$ cat config.mk
export PLATFORM = sky130hd
export DESIGN_NAME = sdw_top
export DESIGN_NICKNAME = d
export VERILOG_FILES = /design/src/inc/sdw_pkg.sv /design/src/core/sdw_top.sv
export SDC_FILE = /design/constraint.sdc
export NUM_CORES = 1
export LEC_CHECK = 0
export ABC_CLOCK_PERIOD_IN_PS = 3400
export CELL_PAD_IN_SITES_DETAIL_PLACEMENT = 1
export CELL_PAD_IN_SITES_GLOBAL_PLACEMENT = 2
export CORE_ASPECT_RATIO = 1.1
export CORE_MARGIN = 2
export CORE_UTILIZATION = 37
export CTS_CLUSTER_DIAMETER = 200
export DETAILED_ROUTE_END_ITERATION = 8
export DONT_BUFFER_PORTS = 1
export GPL_ROUTABILITY_DRIVEN = 0
export PLACE_DENSITY = 0.75
export SYNTH_ARGS = -nofsm -noshare
export SYNTH_HDL_FRONTEND = slang
export SYNTH_SLANG_ARGS = --single-unit
$ cat constraint.sdc
create_clock -name sys_clk -period 3.4 [get_ports sys_clk]
set_input_delay 0.17 -clock sys_clk [delete_from_list [all_inputs] [get_ports sys_clk]]
set_output_delay 0.17 -clock sys_clk [all_outputs]
set_load 0.005 [all_outputs]
$ cat src/inc/sdw_pkg.sv
// package for the dual watchdog block: register map, resets, timing
`default_nettype none
package sdw_pkg;
    // register offsets (word registers, 16-bit data in low bits)
    localparam logic [3:0]  ADDR_MULT      = 4'h0;
    localparam logic [3:0]  ADDR_SM_TIME   = 4'h1;
    localparam logic [3:0]  ADDR_LAI_TIME  = 4'h2;
    localparam logic [3:0]  ADDR_STATUS    = 4'h3;
    localparam logic [3:0]  ADDR_IRQ_STAT  = 4'h4;
    localparam logic [3:0]  ADDR_IRQ_EN    = 4'h5;
    localparam logic [3:0]  ADDR_IRQ_CLR   = 4'h6;
    localparam logic [3:0]  ADDR_OUT_DATA  = 4'h7;
    // reset values
    localparam logic [15:0] MULT_RST       = 16'h09c2;
    localparam logic [15:0] SM_TIME_RST    = 16'h03e8;
    localparam logic [15:0] LAI_TIME_RST   = 16'h03e8;
    // tick lasts multiplier plus this many base periods
    localparam logic [15:0] TICK_EXTRA     = 16'h0002;
    // status / irq bit positions
    localparam int          BIT_SM_EXP     = 0;
    localparam int          BIT_LAI_EXP    = 1;
    localparam int          BIT_RUN        = 2;
    localparam int          IRQ_W          = 2;

    typedef struct packed {
        logic [3:0]  addr;
        logic [15:0] wdata;
        logic        wr;
        logic        rd;
    } sdw_bus_req_t;
endpackage : sdw_pkg
`default_nettype wire

$ cat src/core/sdw_top.sv
// dual watchdog: bus-side sync manager and local application interface
//
// Implementation choices: the address-and-strobe port and the placing of the registers.
`default_nettype none
module sdw_top
    import sdw_pkg::*;
#(
    parameter int OUT_W = 8
) (
    input  wire logic              sys_clk,
    input  wire logic              rst_b,
    input  wire sdw_bus_req_t      bus_req,
    output var  logic [15:0]       rdata,
    input  wire logic              pd_exchange,
    input  wire logic              lai_access,
    input  wire logic              running_state,
    output var  logic [OUT_W-1:0]  outputs,
    output var  logic              sm_expired,
    output var  logic              lai_expired,
    output var  logic              irq
);

    // ========================================================
    // register writes
    logic [15:0]      mult;
    logic [15:0]      sm_time;
    logic [15:0]      lai_time;
    logic [IRQ_W-1:0] irq_en;
    logic [OUT_W-1:0] out_data;
    logic             wr_mult;
    logic             wr_sm;
    logic             wr_lai;
    logic             wr_clr;

    assign wr_mult = bus_req.wr && bus_req.addr == ADDR_MULT;
    assign wr_sm   = bus_req.wr && bus_req.addr == ADDR_SM_TIME;
    assign wr_lai  = bus_req.wr && bus_req.addr == ADDR_LAI_TIME;
    assign wr_clr  = bus_req.wr && bus_req.addr == ADDR_IRQ_CLR;

    always_ff @(posedge sys_clk or negedge rst_b) begin
        if (!rst_b) begin
            mult     <= MULT_RST;
            sm_time  <= SM_TIME_RST;
            lai_time <= LAI_TIME_RST;
            irq_en   <= '0;
            out_data <= '0;
        end else if (bus_req.wr) begin
            // a zero multiplier is out of range; hold the old value
            if (wr_mult && bus_req.wdata != 16'h0000) begin
                mult <= bus_req.wdata;
            end
            if (wr_sm) begin
                sm_time <= bus_req.wdata;
            end
            if (wr_lai) begin
                lai_time <= bus_req.wdata;
            end
            if (bus_req.addr == ADDR_IRQ_EN) begin
                irq_en <= bus_req.wdata[IRQ_W-1:0];
            end
            if (bus_req.addr == ADDR_OUT_DATA) begin
                out_data <= bus_req.wdata[OUT_W-1:0];
            end
        end
    end

    // ========================================================
    // shared prescaler
    logic [16:0] pre_cnt;
    logic        tick;
    logic [16:0] tick_last;

    // count 0..mult+1, that is mult+2 base periods per tick; one bit
    // wider than the multiplier so the largest setting does not wrap
    assign tick_last = {1'b0, mult} + 17'(TICK_EXTRA) - 17'h00001;

    always_ff @(posedge sys_clk or negedge rst_b) begin
        if (!rst_b) begin
            pre_cnt <= '0;
            tick    <= 1'b0;
        end else if (pre_cnt >= tick_last) begin
            pre_cnt <= '0;
            tick    <= 1'b1;
        end else begin
            pre_cnt <= 17'(pre_cnt + 17'h00001);
            tick    <= 1'b0;
        end
    end

    // ========================================================
    // bus-side watchdog
    logic [15:0] sm_cnt;

    always_ff @(posedge sys_clk or negedge rst_b) begin
        if (!rst_b) begin
            sm_cnt     <= '0;
            sm_expired <= 1'b0;
        end else if (sm_time == 16'h0000) begin
            sm_cnt     <= '0;
            sm_expired <= 1'b0;
        end else if (pd_exchange) begin
            sm_cnt     <= '0;
            sm_expired <= 1'b0;
        end else if (tick && !sm_expired) begin
            if (16'(sm_cnt + 16'h0001) >= sm_time) begin
                sm_expired <= 1'b1;
            end else begin
                sm_cnt <= 16'(sm_cnt + 16'h0001);
            end
        end
    end

    // ========================================================
    // local application interface watchdog
    logic [15:0] lai_cnt;

    always_ff @(posedge sys_clk or negedge rst_b) begin
        if (!rst_b) begin
            lai_cnt     <= '0;
            lai_expired <= 1'b0;
        end else if (lai_time == 16'h0000) begin
            lai_cnt     <= '0;
            lai_expired <= 1'b0;
        end else if (lai_access) begin
            lai_cnt     <= '0;
            lai_expired <= 1'b0;
        end else if (tick && !lai_expired) begin
            if (16'(lai_cnt + 16'h0001) >= lai_time) begin
                lai_expired <= 1'b1;
            end else begin
                lai_cnt <= 16'(lai_cnt + 16'h0001);
            end
        end
    end

    // ========================================================
    // process outputs, forced false on bus-side watchdog expiry only
    logic sm_fire;
    assign sm_fire = tick && !sm_expired && sm_time != 16'h0000
                     && !pd_exchange
                     && 16'(sm_cnt + 16'h0001) >= sm_time;

    always_ff @(posedge sys_clk or negedge rst_b) begin
        if (!rst_b) begin
            outputs <= '0;
        end else if (sm_expired || sm_fire) begin
            outputs <= '0;
        end else begin
            outputs <= out_data;
        end
    end

    // ========================================================
    // interrupts: sticky status, set wins over clear
    logic [IRQ_W-1:0] irq_stat;
    logic [IRQ_W-1:0] ev;
    logic             lai_fire;

    assign lai_fire = tick && !lai_expired && lai_time != 16'h0000
                      && !lai_access
                      && 16'(lai_cnt + 16'h0001) >= lai_time;
    assign ev = {lai_fire, sm_fire};

    always_ff @(posedge sys_clk or negedge rst_b) begin
        if (!rst_b) begin
            irq_stat <= '0;
        end else begin
            irq_stat <= (irq_stat & ~(wr_clr ? bus_req.wdata[IRQ_W-1:0]
                                             : {IRQ_W{1'b0}})) | ev;
        end
    end

    always_ff @(posedge sys_clk or negedge rst_b) begin
        if (!rst_b) begin
            irq <= 1'b0;
        end else begin
            irq <= |(irq_stat & irq_en);
        end
    end

    // ========================================================
    // read port
    always_ff @(posedge sys_clk or negedge rst_b) begin
        if (!rst_b) begin
            rdata <= '0;
        end else if (bus_req.rd) begin
            case (bus_req.addr)
                ADDR_MULT:     rdata <= mult;
                ADDR_SM_TIME:  rdata <= sm_time;
                ADDR_LAI_TIME: rdata <= lai_time;
                ADDR_STATUS: begin
                    rdata              <= '0;
                    rdata[BIT_SM_EXP]  <= sm_expired;
                    rdata[BIT_LAI_EXP] <= lai_expired;
                    rdata[BIT_RUN]     <= running_state;
                end
                ADDR_IRQ_STAT: rdata <= {{(16-IRQ_W){1'b0}}, irq_stat};
                ADDR_IRQ_EN:   rdata <= {{(16-IRQ_W){1'b0}}, irq_en};
                ADDR_OUT_DATA: rdata <= 16'(out_data);
                default:       rdata <= '0;
            endcase
        end else begin
            rdata <= '0;
        end
    end

    // ========================================================
    // checks
    sm_restart_a: assert property (@(posedge sys_clk) disable iff (!rst_b)
        pd_exchange |=> !sm_expired && sm_cnt == 16'h0000)
        else $error("bus watchdog not restarted by exchange");

    sm_outputs_a: assert property (@(posedge sys_clk) disable iff (!rst_b)
        sm_expired |=> outputs == '0)
        else $error("outputs not forced false after expiry");

    sm_zero_a: assert property (@(posedge sys_clk) disable iff (!rst_b)
        sm_time == 16'h0000 |=> !sm_expired)
        else $error("disabled bus watchdog expired");

    sm_hold_a: assert property (@(posedge sys_clk) disable iff (!rst_b)
        sm_expired && !pd_exchange && sm_time != 16'h0000
        |=> sm_expired)
        else $error("bus expired flag dropped without exchange");

    lai_hold_a: assert property (@(posedge sys_clk) disable iff (!rst_b)
        lai_expired && !lai_access && lai_time != 16'h0000
        |=> lai_expired)
        else $error("local expired flag dropped without access");

    tick_period_a: assert property (@(posedge sys_clk) disable iff (!rst_b)
        $rose(tick) |=> !tick ##1 !tick)
        else $error("tick spacing below minimum");

    mult_range_a: assert property (@(posedge sys_clk) disable iff (!rst_b)
        mult != 16'h0000)
        else $error("multiplier left its range");

    lai_trig_a: assert property (@(posedge sys_clk) disable iff (!rst_b)
        lai_fire |=> lai_expired && irq_stat[1])
        else $error("local expiry not flagged");

    sm_cnt_a: assert property (@(posedge sys_clk) disable iff (!rst_b)
        !sm_expired && sm_time != 16'h0000 |-> sm_cnt < sm_time)
        else $error("bus count beyond timeout");

    // base periods since the last tick, for the spacing check; a
    // multiplier write restarts the measurement
    logic [16:0] gap_cnt;
    logic        gap_ok;

    always_ff @(posedge sys_clk or negedge rst_b) begin
        if (!rst_b) begin
            gap_cnt <= '0;
            gap_ok  <= 1'b0;
        end else if (wr_mult) begin
            gap_cnt <= '0;
            gap_ok  <= 1'b0;
        end else if (tick) begin
            gap_cnt <= 17'h00001;
            gap_ok  <= 1'b1;
        end else begin
            gap_cnt <= 17'(gap_cnt + 17'h00001);
        end
    end

    tick_gap_a: assert property (@(posedge sys_clk) disable iff (!rst_b)
        tick && gap_ok |-> gap_cnt == {1'b0, mult} + 17'(TICK_EXTRA))
        else $error("tick period differs from multiplier plus two");

    // expiry, output forcing and status side effects
    sm_fire_a: assert property (@(posedge sys_clk) disable iff (!rst_b)
        sm_fire |=> sm_expired && outputs == '0 && irq_stat[BIT_SM_EXP])
        else $error("bus expiry not flagged or outputs not forced");

    outputs_live_a: assert property (@(posedge sys_clk) disable iff (!rst_b)
        !sm_expired && !sm_fire |=> outputs == $past(out_data))
        else $error("outputs not following the written value");

    run_status_a: assert property (@(posedge sys_clk) disable iff (!rst_b)
        bus_req.rd && bus_req.addr == ADDR_STATUS
        |=> rdata[BIT_RUN] == $past(running_state)
            && rdata[BIT_SM_EXP] == $past(sm_expired))
        else $error("status read does not match live state");

    lai_restart_a: assert property (@(posedge sys_clk) disable iff (!rst_b)
        lai_access |=> !lai_expired && lai_cnt == 16'h0000)
        else $error("local watchdog not restarted by access");

    lai_zero_a: assert property (@(posedge sys_clk) disable iff (!rst_b)
        lai_time == 16'h0000 |=> !lai_expired)
        else $error("disabled local watchdog expired");

    lai_cnt_a: assert property (@(posedge sys_clk) disable iff (!rst_b)
        !lai_expired && lai_time != 16'h0000 |-> lai_cnt < lai_time)
        else $error("local count beyond timeout");

    mult_zero_a: assert property (@(posedge sys_clk) disable iff (!rst_b)
        wr_mult && bus_req.wdata == 16'h0000 |=> mult == $past(mult))
        else $error("zero multiplier write was taken");

    // register port and interrupt plumbing
    irq_level_a: assert property (@(posedge sys_clk) disable iff (!rst_b)
        irq == $past(|(irq_stat & irq_en)))
        else $error("interrupt level does not follow enabled status");

    irq_clear_a: assert property (@(posedge sys_clk) disable iff (!rst_b)
        wr_clr && bus_req.wdata[BIT_SM_EXP] && !sm_fire
        |=> !irq_stat[BIT_SM_EXP])
        else $error("bus status bit not cleared by write");

    rd_idle_a: assert property (@(posedge sys_clk) disable iff (!rst_b)
        !bus_req.rd |=> rdata == 16'h0000)
        else $error("read data not zero outside a read");

    rd_mult_a: assert property (@(posedge sys_clk) disable iff (!rst_b)
        bus_req.rd && bus_req.addr == ADDR_MULT |=> rdata == $past(mult))
        else $error("multiplier read back wrong");

    sm_expire_c: cover property (@(posedge sys_clk) disable iff (!rst_b)
        $rose(sm_expired));
    lai_expire_c: cover property (@(posedge sys_clk) disable iff (!rst_b)
        $rose(lai_expired));
    sm_recover_c: cover property (@(posedge sys_clk) disable iff (!rst_b)
        sm_expired ##1 pd_exchange);
    irq_c: cover property (@(posedge sys_clk) disable iff (!rst_b)
        $rose(irq));
    lai_recover_c: cover property (@(posedge sys_clk) disable iff (!rst_b)
        lai_expired ##1 lai_access);

endmodule : sdw_top
`default_nettype wire

==> results.py, run 1 <==
metrics = {
    "global_route": {
        "grt_met3_use": 0.0476,
        "initial_antenna_violation_count": 1,
        "gr-max-usage-layer": "met2",
        "grt.total_usage": 0.219,
        "grt_pass1_vias": 6727,
        "grt_start_max_net_pins": 138,
        "leftover_overflow_at_the_end_of_global_routing": 0,
        "grt_first_pass_wirelength_mm": 36.9,
        "grt_use_met2": 0.393,
        "grt.met1_usage": 0.250,
    },
    "die": {
        "floorplan.initialDensity": 0.377,
        "rows": 55,
        "core_area_um2": 20600,
        "dieWidth_um": 142,
        "die_h_um": 156,
        "floorplan.io_pins": 54,
        "floorplan.die_area_um2": 22200,
    },
    "sta": {
        "finalWorstPathRequiredPeriod_ns": 3.25,
        "max_slew.worst_pin.slew_ns": 1.01,
        "setup_viol_count_final": 0,
        "hold-worst-slack_ns": 0.0114,
        "fin_tns_setup_ns": 0,
        "worst_clock_skew_ns": 0.0122,
        "final-max-slew-violation-count": 0,
        "max_slew_margin": 0.323,
        "fmaxAchievable_mhz": 308,
        "final_critical_path_share_of_the_clock_period": 0.956,
        "timing_hold_violations_final": 0,
    },
    "cells_and_area": {
        "final-seq-area_um2": 3450,
        "num-nets-final": 924,
        "finalNonFillerCells": 1114,
        "num-fill-cells": 2340,
        "postLayoutCoreUtil": 0.447,
        "post_route_cells_drive_above_1_share": 0.180,
        "multiInputGateArea_um2": 4230,
        "area.growth.synth_to_final_pct": 18.4,
    },
    "setup_path": {
        "timing.rr.start": "lai_cnt[0]",
        "worst_path_dominant_cell_family": "compound AO/OA/AOI/OAI gates",
        "worst-path-buf-inv": 1,
        "data_arrival_time_of_the_worst_path_ns": 3.60,
        "critPathRequiredTime_ns": 3.75,
        "critical_path.max_stage_delay_ns": 0.40,
        "critical_path.max_fanout": 15,
        "path_cells": "ha_2, and3_4, and3_1, and3_4, nand3_2, xnor2_2, ha_1, a21oi_2, o21ai_2, a2111oi_4, a21bo_4, buf_12, or3_1, a21oi_2",
        "crit_start": "lai_cnt[0]",
        "critical_path.startpoint_type": "flop",
        "endpoint_kind": "flop",
        "crit_path_top_delay_cell": "sky130_fd_sc_hd__dfrtp_1",
        "timing_worst_setup_path_type": "reg2reg",
    },
    "route": {
        "vias": 6265,
        "postRouteAntennaNets": 0,
        "vias_per_cell": 5.62,
        "wire_per_inst_um": 21.1,
        "drt_first_iter_violations": 270,
        "routed_wirelength_mm": 23.5,
        "drt_first_pass_iters": 5,
        "post-route-drc-count": 0,
    },
    "synthesis": {
        "synthMostInstantiatedCell": "sky130_fd_sc_hd__dfrtp_1",
        "postSynth.topFlopCell": "sky130_fd_sc_hd__dfrtp_1",
        "synth.lib_cells_used.distinct": 56,
        "synth_top_cells_by_area": "sky130_fd_sc_hd__dfrtp_1, sky130_fd_sc_hd__ha_1, sky130_fd_sc_hd__dfstp_2, sky130_fd_sc_hd__xnor2_1, sky130_fd_sc_hd__mux2_2",
        "synthesized_nets": 877,
        "synth.top_cells.by_count": "sky130_fd_sc_hd__dfrtp_1, sky130_fd_sc_hd__nand2_1, sky130_fd_sc_hd__o21ai_0",
        "synthDominantCellAreaShare": 0.385,
        "most_area_hungry_cell_type_in_the_yosys_netlist": "sky130_fd_sc_hd__dfrtp_1",
        "yosysSeqAreaShare": 0.443,
        "edff_count_synth": 0,
        "synthesis.instances": 797,
        "synth.cell_area_um2": 7790,
        "synth_warnings": 0,
        "async_reset_ff_frac": 1.00,
        "syn_avg_cell_area_um2": 9.78,
        "ys_ff_latch": 137,
    },
    "clocking": {
        "numCtsBuffers": 17,
        "clock_tree.buffer_depth": 2,
        "cts_tree": "built",
        "worstSkewPairLatency_ns": 0.44,
        "cts_sinks": 137,
        "clk_pin_slew_worst_paths_ns": 0.06,
        "clock_tree.htree_level_count": 4,
        "root_buffer_cell": "sky130_fd_sc_hd__clkbuf_16",
    },
    "place": {
        "numPortBuffers": 0,
        "placed_cells_incl_taps": 1054,
        "hpwlAfterDp_mm": 16.8,
    },
    "worst_hold_path": {
        "min_path_type": "in2reg",
        "hold_path.startpoint": "bus_req[18]",
    },
    "power_and_ir_drop": {
        "power-per-cell-area_nw_per_um2": 526,
        "p_leak_uw": 0.00405,
        "worst_ir_drop_vdd_v": 0.000250,
    },
    "run": {
        "max-cap-violations": 0,
    },
    "status": {
        "outcome": "completed",
    },
}
[routing by layer]
| metal | vias up | share of wire | routed length, µm |
|---|---|---|---|
| met1 | 3165 | 0.41 | 9740 |
| met5 | - | 0 | 0 |
| met2 | 120 | 0.51 | 12100 |
| li1 | 2939 | - | - |
| met4 | 0 | 0.032 | 756 |
| met3 | 41 | 0.039 | 920 |
[cell usage in the layout (no fill, tap or decap), types with 4 or more instances in the layout]
cell type                       netlist  final
sky130_fd_sc_hd__dfrtp_1            120    118
sky130_fd_sc_hd__xnor2_1             39     36
sky130_fd_sc_hd__clkinvlp_4           0      4
sky130_fd_sc_hd__inv_1               41     41
sky130_fd_sc_hd__nor2b_1              4      4
sky130_fd_sc_hd__nand3_1             30     27
sky130_fd_sc_hd__o211ai_1             8      8
sky130_fd_sc_hd__o21ai_0             63     61
sky130_fd_sc_hd__nor3_1               9      6
sky130_fd_sc_hd__a211oi_1             6      5
sky130_fd_sc_hd__and2_1              18     17
sky130_fd_sc_hd__and3_1              19     17
sky130_fd_sc_hd__nor2_1              58     57
sky130_fd_sc_hd__a21oi_1             42     34
sky130_fd_sc_hd__dfstp_2             17     17
sky130_fd_sc_hd__or3_1               22     21
sky130_fd_sc_hd__nand4_1             16     16
sky130_fd_sc_hd__mux2i_1             11     11
sky130_fd_sc_hd__inv_6                0      7
sky130_fd_sc_hd__o21a_1               5      5
sky130_fd_sc_hd__xor2_1              24     24
sky130_fd_sc_hd__clkbuf_16            0     18
sky130_fd_sc_hd__a22o_1               6      6
sky130_fd_sc_hd__a21oi_2              0      8
sky130_fd_sc_hd__mux2_2              29     29
sky130_fd_sc_hd__nor4_1              13     12
sky130_fd_sc_hd__a222oi_1             5      5
sky130_fd_sc_hd__dlygate4sd3_1        0     20
sky130_fd_sc_hd__nand2b_1             5      5
sky130_fd_sc_hd__ha_1                53     51
sky130_fd_sc_hd__nand2_1             70     67
sky130_fd_sc_hd__buf_4                0     29
[stage by stage]
| stage | total power [µW] | setup WS [ns] | area (µm²) |
|---|---|---|---|
| final | 4850 | 0.151 | 9220 |
| after global routing | 5120 | -0.0283 | 9220 |
| after CTS | 4880 | 0.00899 | 9010 |
| after detailed placement | 3070 | 0.0149 | 8220 |
| after global placement | 2980 | 0.136 | 8220 |
| after floorplan | 2730 | 0.0378 | 7790 |
[sequential cells by signal (all words and copies together), names as in the netlist]
register / flops
lai_expired: 1
mult: 16
tick: 1
sm_cnt: 16
irq_en: 2
out_data: 8
pre_cnt: 17
lai_cnt: 16
outputs: 8
lai_time: 16
irq: 1
sm_time: 16
sm_expired: 1
irq_stat: 2
rdata: 16
[path summary, 6_finish.rpt]
kind	endpoint	depth (start not counted)	slack, ns
min in group asynchronous	out_data[2]	2	0.40
max in group asynchronous	lai_cnt[14]	2	2.50
max reg2reg	lai_cnt[10]	14	0.15
min	rdata[9]	3	0.01
max	lai_cnt[10]	14	0.15
min reg2reg	pre_cnt[0]	1	0.49
[layout make-up]
cell class,instances,area share
multi-input combinational,594,0.459
sequential,137,0.374
antenna,1,0.000271
inverter,41,0.0167
clock buffer,18,0.0476
clock inverter,14,0.0119
timing repair buffer,53,0.0554
tap,256,0.0347
[repair_timing]
item	CTS	global route
gates cloned	0	1
gates resized for setup	2	40
endpoints found under the hold margin	201	0
setup buffers	2	3
setup endpoints to repair	9	39
pin swaps	0	14
hold buffers	21	0
[report_power, final]
| part | leakage [µW] | internal (µW) | switching (µW) | total (µW) |
|---|---|---|---|---|
| Clock | 0.000261 | 964 | 765 | 1730 |
| Sequential | 0.00175 | 1910 | 271 | 2180 |
| Combinational | 0.00205 | 411 | 532 | 943 |
[worst reg2reg max path: cells and delay by family, from the launching register on]
family	cells	cell delay, ns
DFF	1	0.40
adders and majority gates	2	0.39
and+or+nand+nor	5	1.02
buffers and inverters	1	0.14
AOI/OAI and AO/OA	5	1.06
xor gates and xnor gates	1	0.16
[cell families after synthesis]
| kind of cell | count (synthesis) | share of synthesized area |
|---|---|---|
| and+or+nand+nor | 275 | 0.177 |
| AOI/OAI and AO/OA | 161 | 0.129 |
| DFF | 137 | 0.443 |
| buffers and inverters | 66 | 0.0339 |
| xor gates and xnor gates | 63 | 0.0708 |
| adders and majority gates | 53 | 0.0851 |
| muxes | 42 | 0.0618 |
(Power assumes the default switching activity.)
==> run 2, diff against run 1 <==
--- a/config.mk
+++ b/config.mk
@@ -15,7 +15,7 @@
 export DETAILED_ROUTE_END_ITERATION = 8
 export DONT_BUFFER_PORTS = 1
 export GPL_ROUTABILITY_DRIVEN = 0
-export PLACE_DENSITY = 0.75
+export PLACE_DENSITY_LB_ADDON = 0.1
 export SYNTH_ARGS = -nofsm -noshare
 export SYNTH_HDL_FRONTEND = slang
 export SYNTH_SLANG_ARGS = --single-unit
==> results.py, run 2 (synthesis results as in run 1) <==
metrics = {
    "clocking": {
        "numCtsBuffers": 17,
        "worstSkewPairLatency_ns": 0.44,
        "cts_sinks": 137,
        "clk_pin_slew_worst_paths_ns": 0.07,
        "root_buffer_cell": "sky130_fd_sc_hd__clkbuf_16",
        "clock_tree.htree_level_count": 4,
        "clock_tree.buffer_depth": 2,
        "cts_tree": "built",
    },
    "power_and_ir_drop": {
        "power-per-cell-area_nw_per_um2": 544,
        "worst_ir_drop_vdd_v": 0.000385,
        "p_leak_uw": 0.00405,
    },
    "die": {
        "rows": 55,
        "die_h_um": 156,
        "floorplan.io_pins": 54,
        "core_area_um2": 20600,
        "floorplan.initialDensity": 0.377,
        "floorplan.die_area_um2": 22200,
        "dieWidth_um": 142,
    },
    "cells_and_area": {
        "layout_common_cells": "sky130_fd_sc_hd__dfrtp_1, sky130_fd_sc_hd__nand2_1, sky130_fd_sc_hd__o21ai_0",
        "num-nets-final": 924,
        "finalNonFillerCells": 1113,
        "num-fill-cells": 2356,
        "post_route_cells_drive_above_1_share": 0.177,
        "area.growth.synth_to_final_pct": 18.7,
        "largest_register_ffs": 17,
        "max_flop_register": "pre_cnt",
        "layout_commonest_cell": "sky130_fd_sc_hd__dfrtp_1",
        "antennaDiodeCount": 0,
    },
    "global_route": {
        "grt.total_usage": 0.225,
        "grt_start_max_net_pins": 138,
        "grt_pass1_vias": 6763,
        "leftover_overflow_at_the_end_of_global_routing": 0,
        "grt_first_pass_wirelength_mm": 37.8,
        "initial_antenna_violation_count": 0,
    },
    "run": {
        "max-cap-violations": 0,
    },
    "route": {
        "postRouteAntennaNets": 0,
        "wire_per_inst_um": 21.3,
        "drt_first_pass_iters": 5,
        "vias": 6152,
        "post-route-drc-count": 0,
        "vias_per_cell": 5.53,
        "routed_wirelength_mm": 23.7,
        "drt_first_iter_violations": 305,
    },
    "place": {
        "dpl_worst_slack_ns": -0.0618,
        "placed_cells_incl_taps": 1054,
        "hpwlAfterDp_mm": 17.0,
        "numPortBuffers": 0,
    },
    "sta": {
        "max_slew_margin": 0.343,
        "max_slew.worst_pin.slew_ns": 0.984,
        "fmaxAchievable_mhz": 308,
        "fin_ws_ns": 0.157,
        "final-max-slew-violation-count": 0,
        "worst_clock_skew_ns": 0.0139,
        "timing_hold_violations_final": 0,
        "final_critical_path_share_of_the_clock_period": 0.954,
        "setup_viol_count_final": 0,
        "finalWorstPathRequiredPeriod_ns": 3.24,
    },
    "setup_path": {
        "critPathRequiredTime_ns": 3.75,
        "critical_path.max_fanout": 15,
        "r2r_slack_ns": 0.16,
        "endpoint_kind": "flop",
        "timing_worst_setup_path_type": "reg2reg",
        "data_arrival_time_of_the_worst_path_ns": 3.60,
        "critical_path.startpoint_type": "flop",
    },
    "status": {
        "outcome": "completed",
    },
    "worst_hold_path": {
        "min_path_type": "in2reg",
    },
}
run 2: cell types whose count changed in the layout (fill, tap and decap cells not counted), moves of 4 or more:
cell                         change
sky130_fd_sc_hd__clkinv_8        +5
sky130_fd_sc_hd__clkinvlp_4      -4
sky130_fd_sc_hd__inv_6           -6
sky130_fd_sc_hd__inv_8           +7
run 2: metal layers:
layer  vias up  track usage  wire [µm]
met2       102        0.381      11800
met5         -            0          0
li1       2937            -          -
met3        46       0.0347        648
met1      3067        0.282      10300
met4         0        0.106        941
run 2: area by class of cell:
cell class | instances | area (µm²) | share of cell area
Clock buffer | 17 | 425 | 0.0460
Clock inverter | 15 | 194 | 0.0210
Inverter | 41 | 154 | 0.0166
Multi-Input combinational cell | 594 | 4210 | 0.455
Sequential cell | 137 | 3450 | 0.373
Tap cell | 256 | 320 | 0.0346
Timing Repair Buffer | 53 | 498 | 0.0538
run 2: worst max-delay path, cell delays in order, from the launching register on:
cell and delay [ns]:
sky130_fd_sc_hd__dfrtp_1 0.39, sky130_fd_sc_hd__ha_2 0.20, sky130_fd_sc_hd__and3_4 0.17, sky130_fd_sc_hd__and3_4 0.18, sky130_fd_sc_hd__and3_4 0.20, sky130_fd_sc_hd__nand3_1 0.13, sky130_fd_sc_hd__xnor2_1 0.16, sky130_fd_sc_hd__ha_1 0.27
sky130_fd_sc_hd__nand2_1 0.11, sky130_fd_sc_hd__o21ai_2 0.09, sky130_fd_sc_hd__a2111oi_4 0.36, sky130_fd_sc_hd__a21bo_4 0.29, sky130_fd_sc_hd__buf_12 0.14, sky130_fd_sc_hd__or3_1 0.33, sky130_fd_sc_hd__a21oi_2 0.14
run 2: final timing paths:
kind / end / cells past startpoint / startpoint
max in group asynchronous: lai_cnt[5] / 2 / rst_b
min in group asynchronous: outputs[2] / 2 / rst_b
min reg2reg: outputs[1] / 1 / out_data[1]
max: lai_cnt[11] / 14 / lai_cnt[0]
max reg2reg: lai_cnt[11] / 14 / lai_cnt[0]
min: rdata[0] / 3 / bus_req[20]
run 2: metrics by stage:
stage | util | hold slack (ns) | setup TNS [ns] | cell area (µm²) | total power [µW]
floorplan | - | -0.126 | 0 | 7790 | 2730
global placement | 0.398 | -0.123 | 0 | 8210 | 2990
detailed placement | 0.398 | -0.123 | -0.522 | 8210 | 3060
CTS | 0.440 | 0.00892 | 0 | 9070 | 5070
global route | 0.448 | 0.0278 | -0.0625 | 9250 | 5310
finish | 0.448 | 0.0372 | 0 | 9250 | 5030
run 2: where the power goes:
part	switching [µW]	internal (µW)	leakage, µW	total [µW]
sequential	279	1910	0.00174	2190
clock	903	1010	0.000302	1910
combinational	522	409	0.00201	930
run 2: repair_timing:
action | CTS | global route
pin swaps | 0 | 6
hold endpoints to repair | 203 | 0
cloned | 0 | 1
resized for setup | 4 | 35
setup endpoints to repair | 13 | 35
setup buffers | 1 | 4
hold buffers | 21 | 0
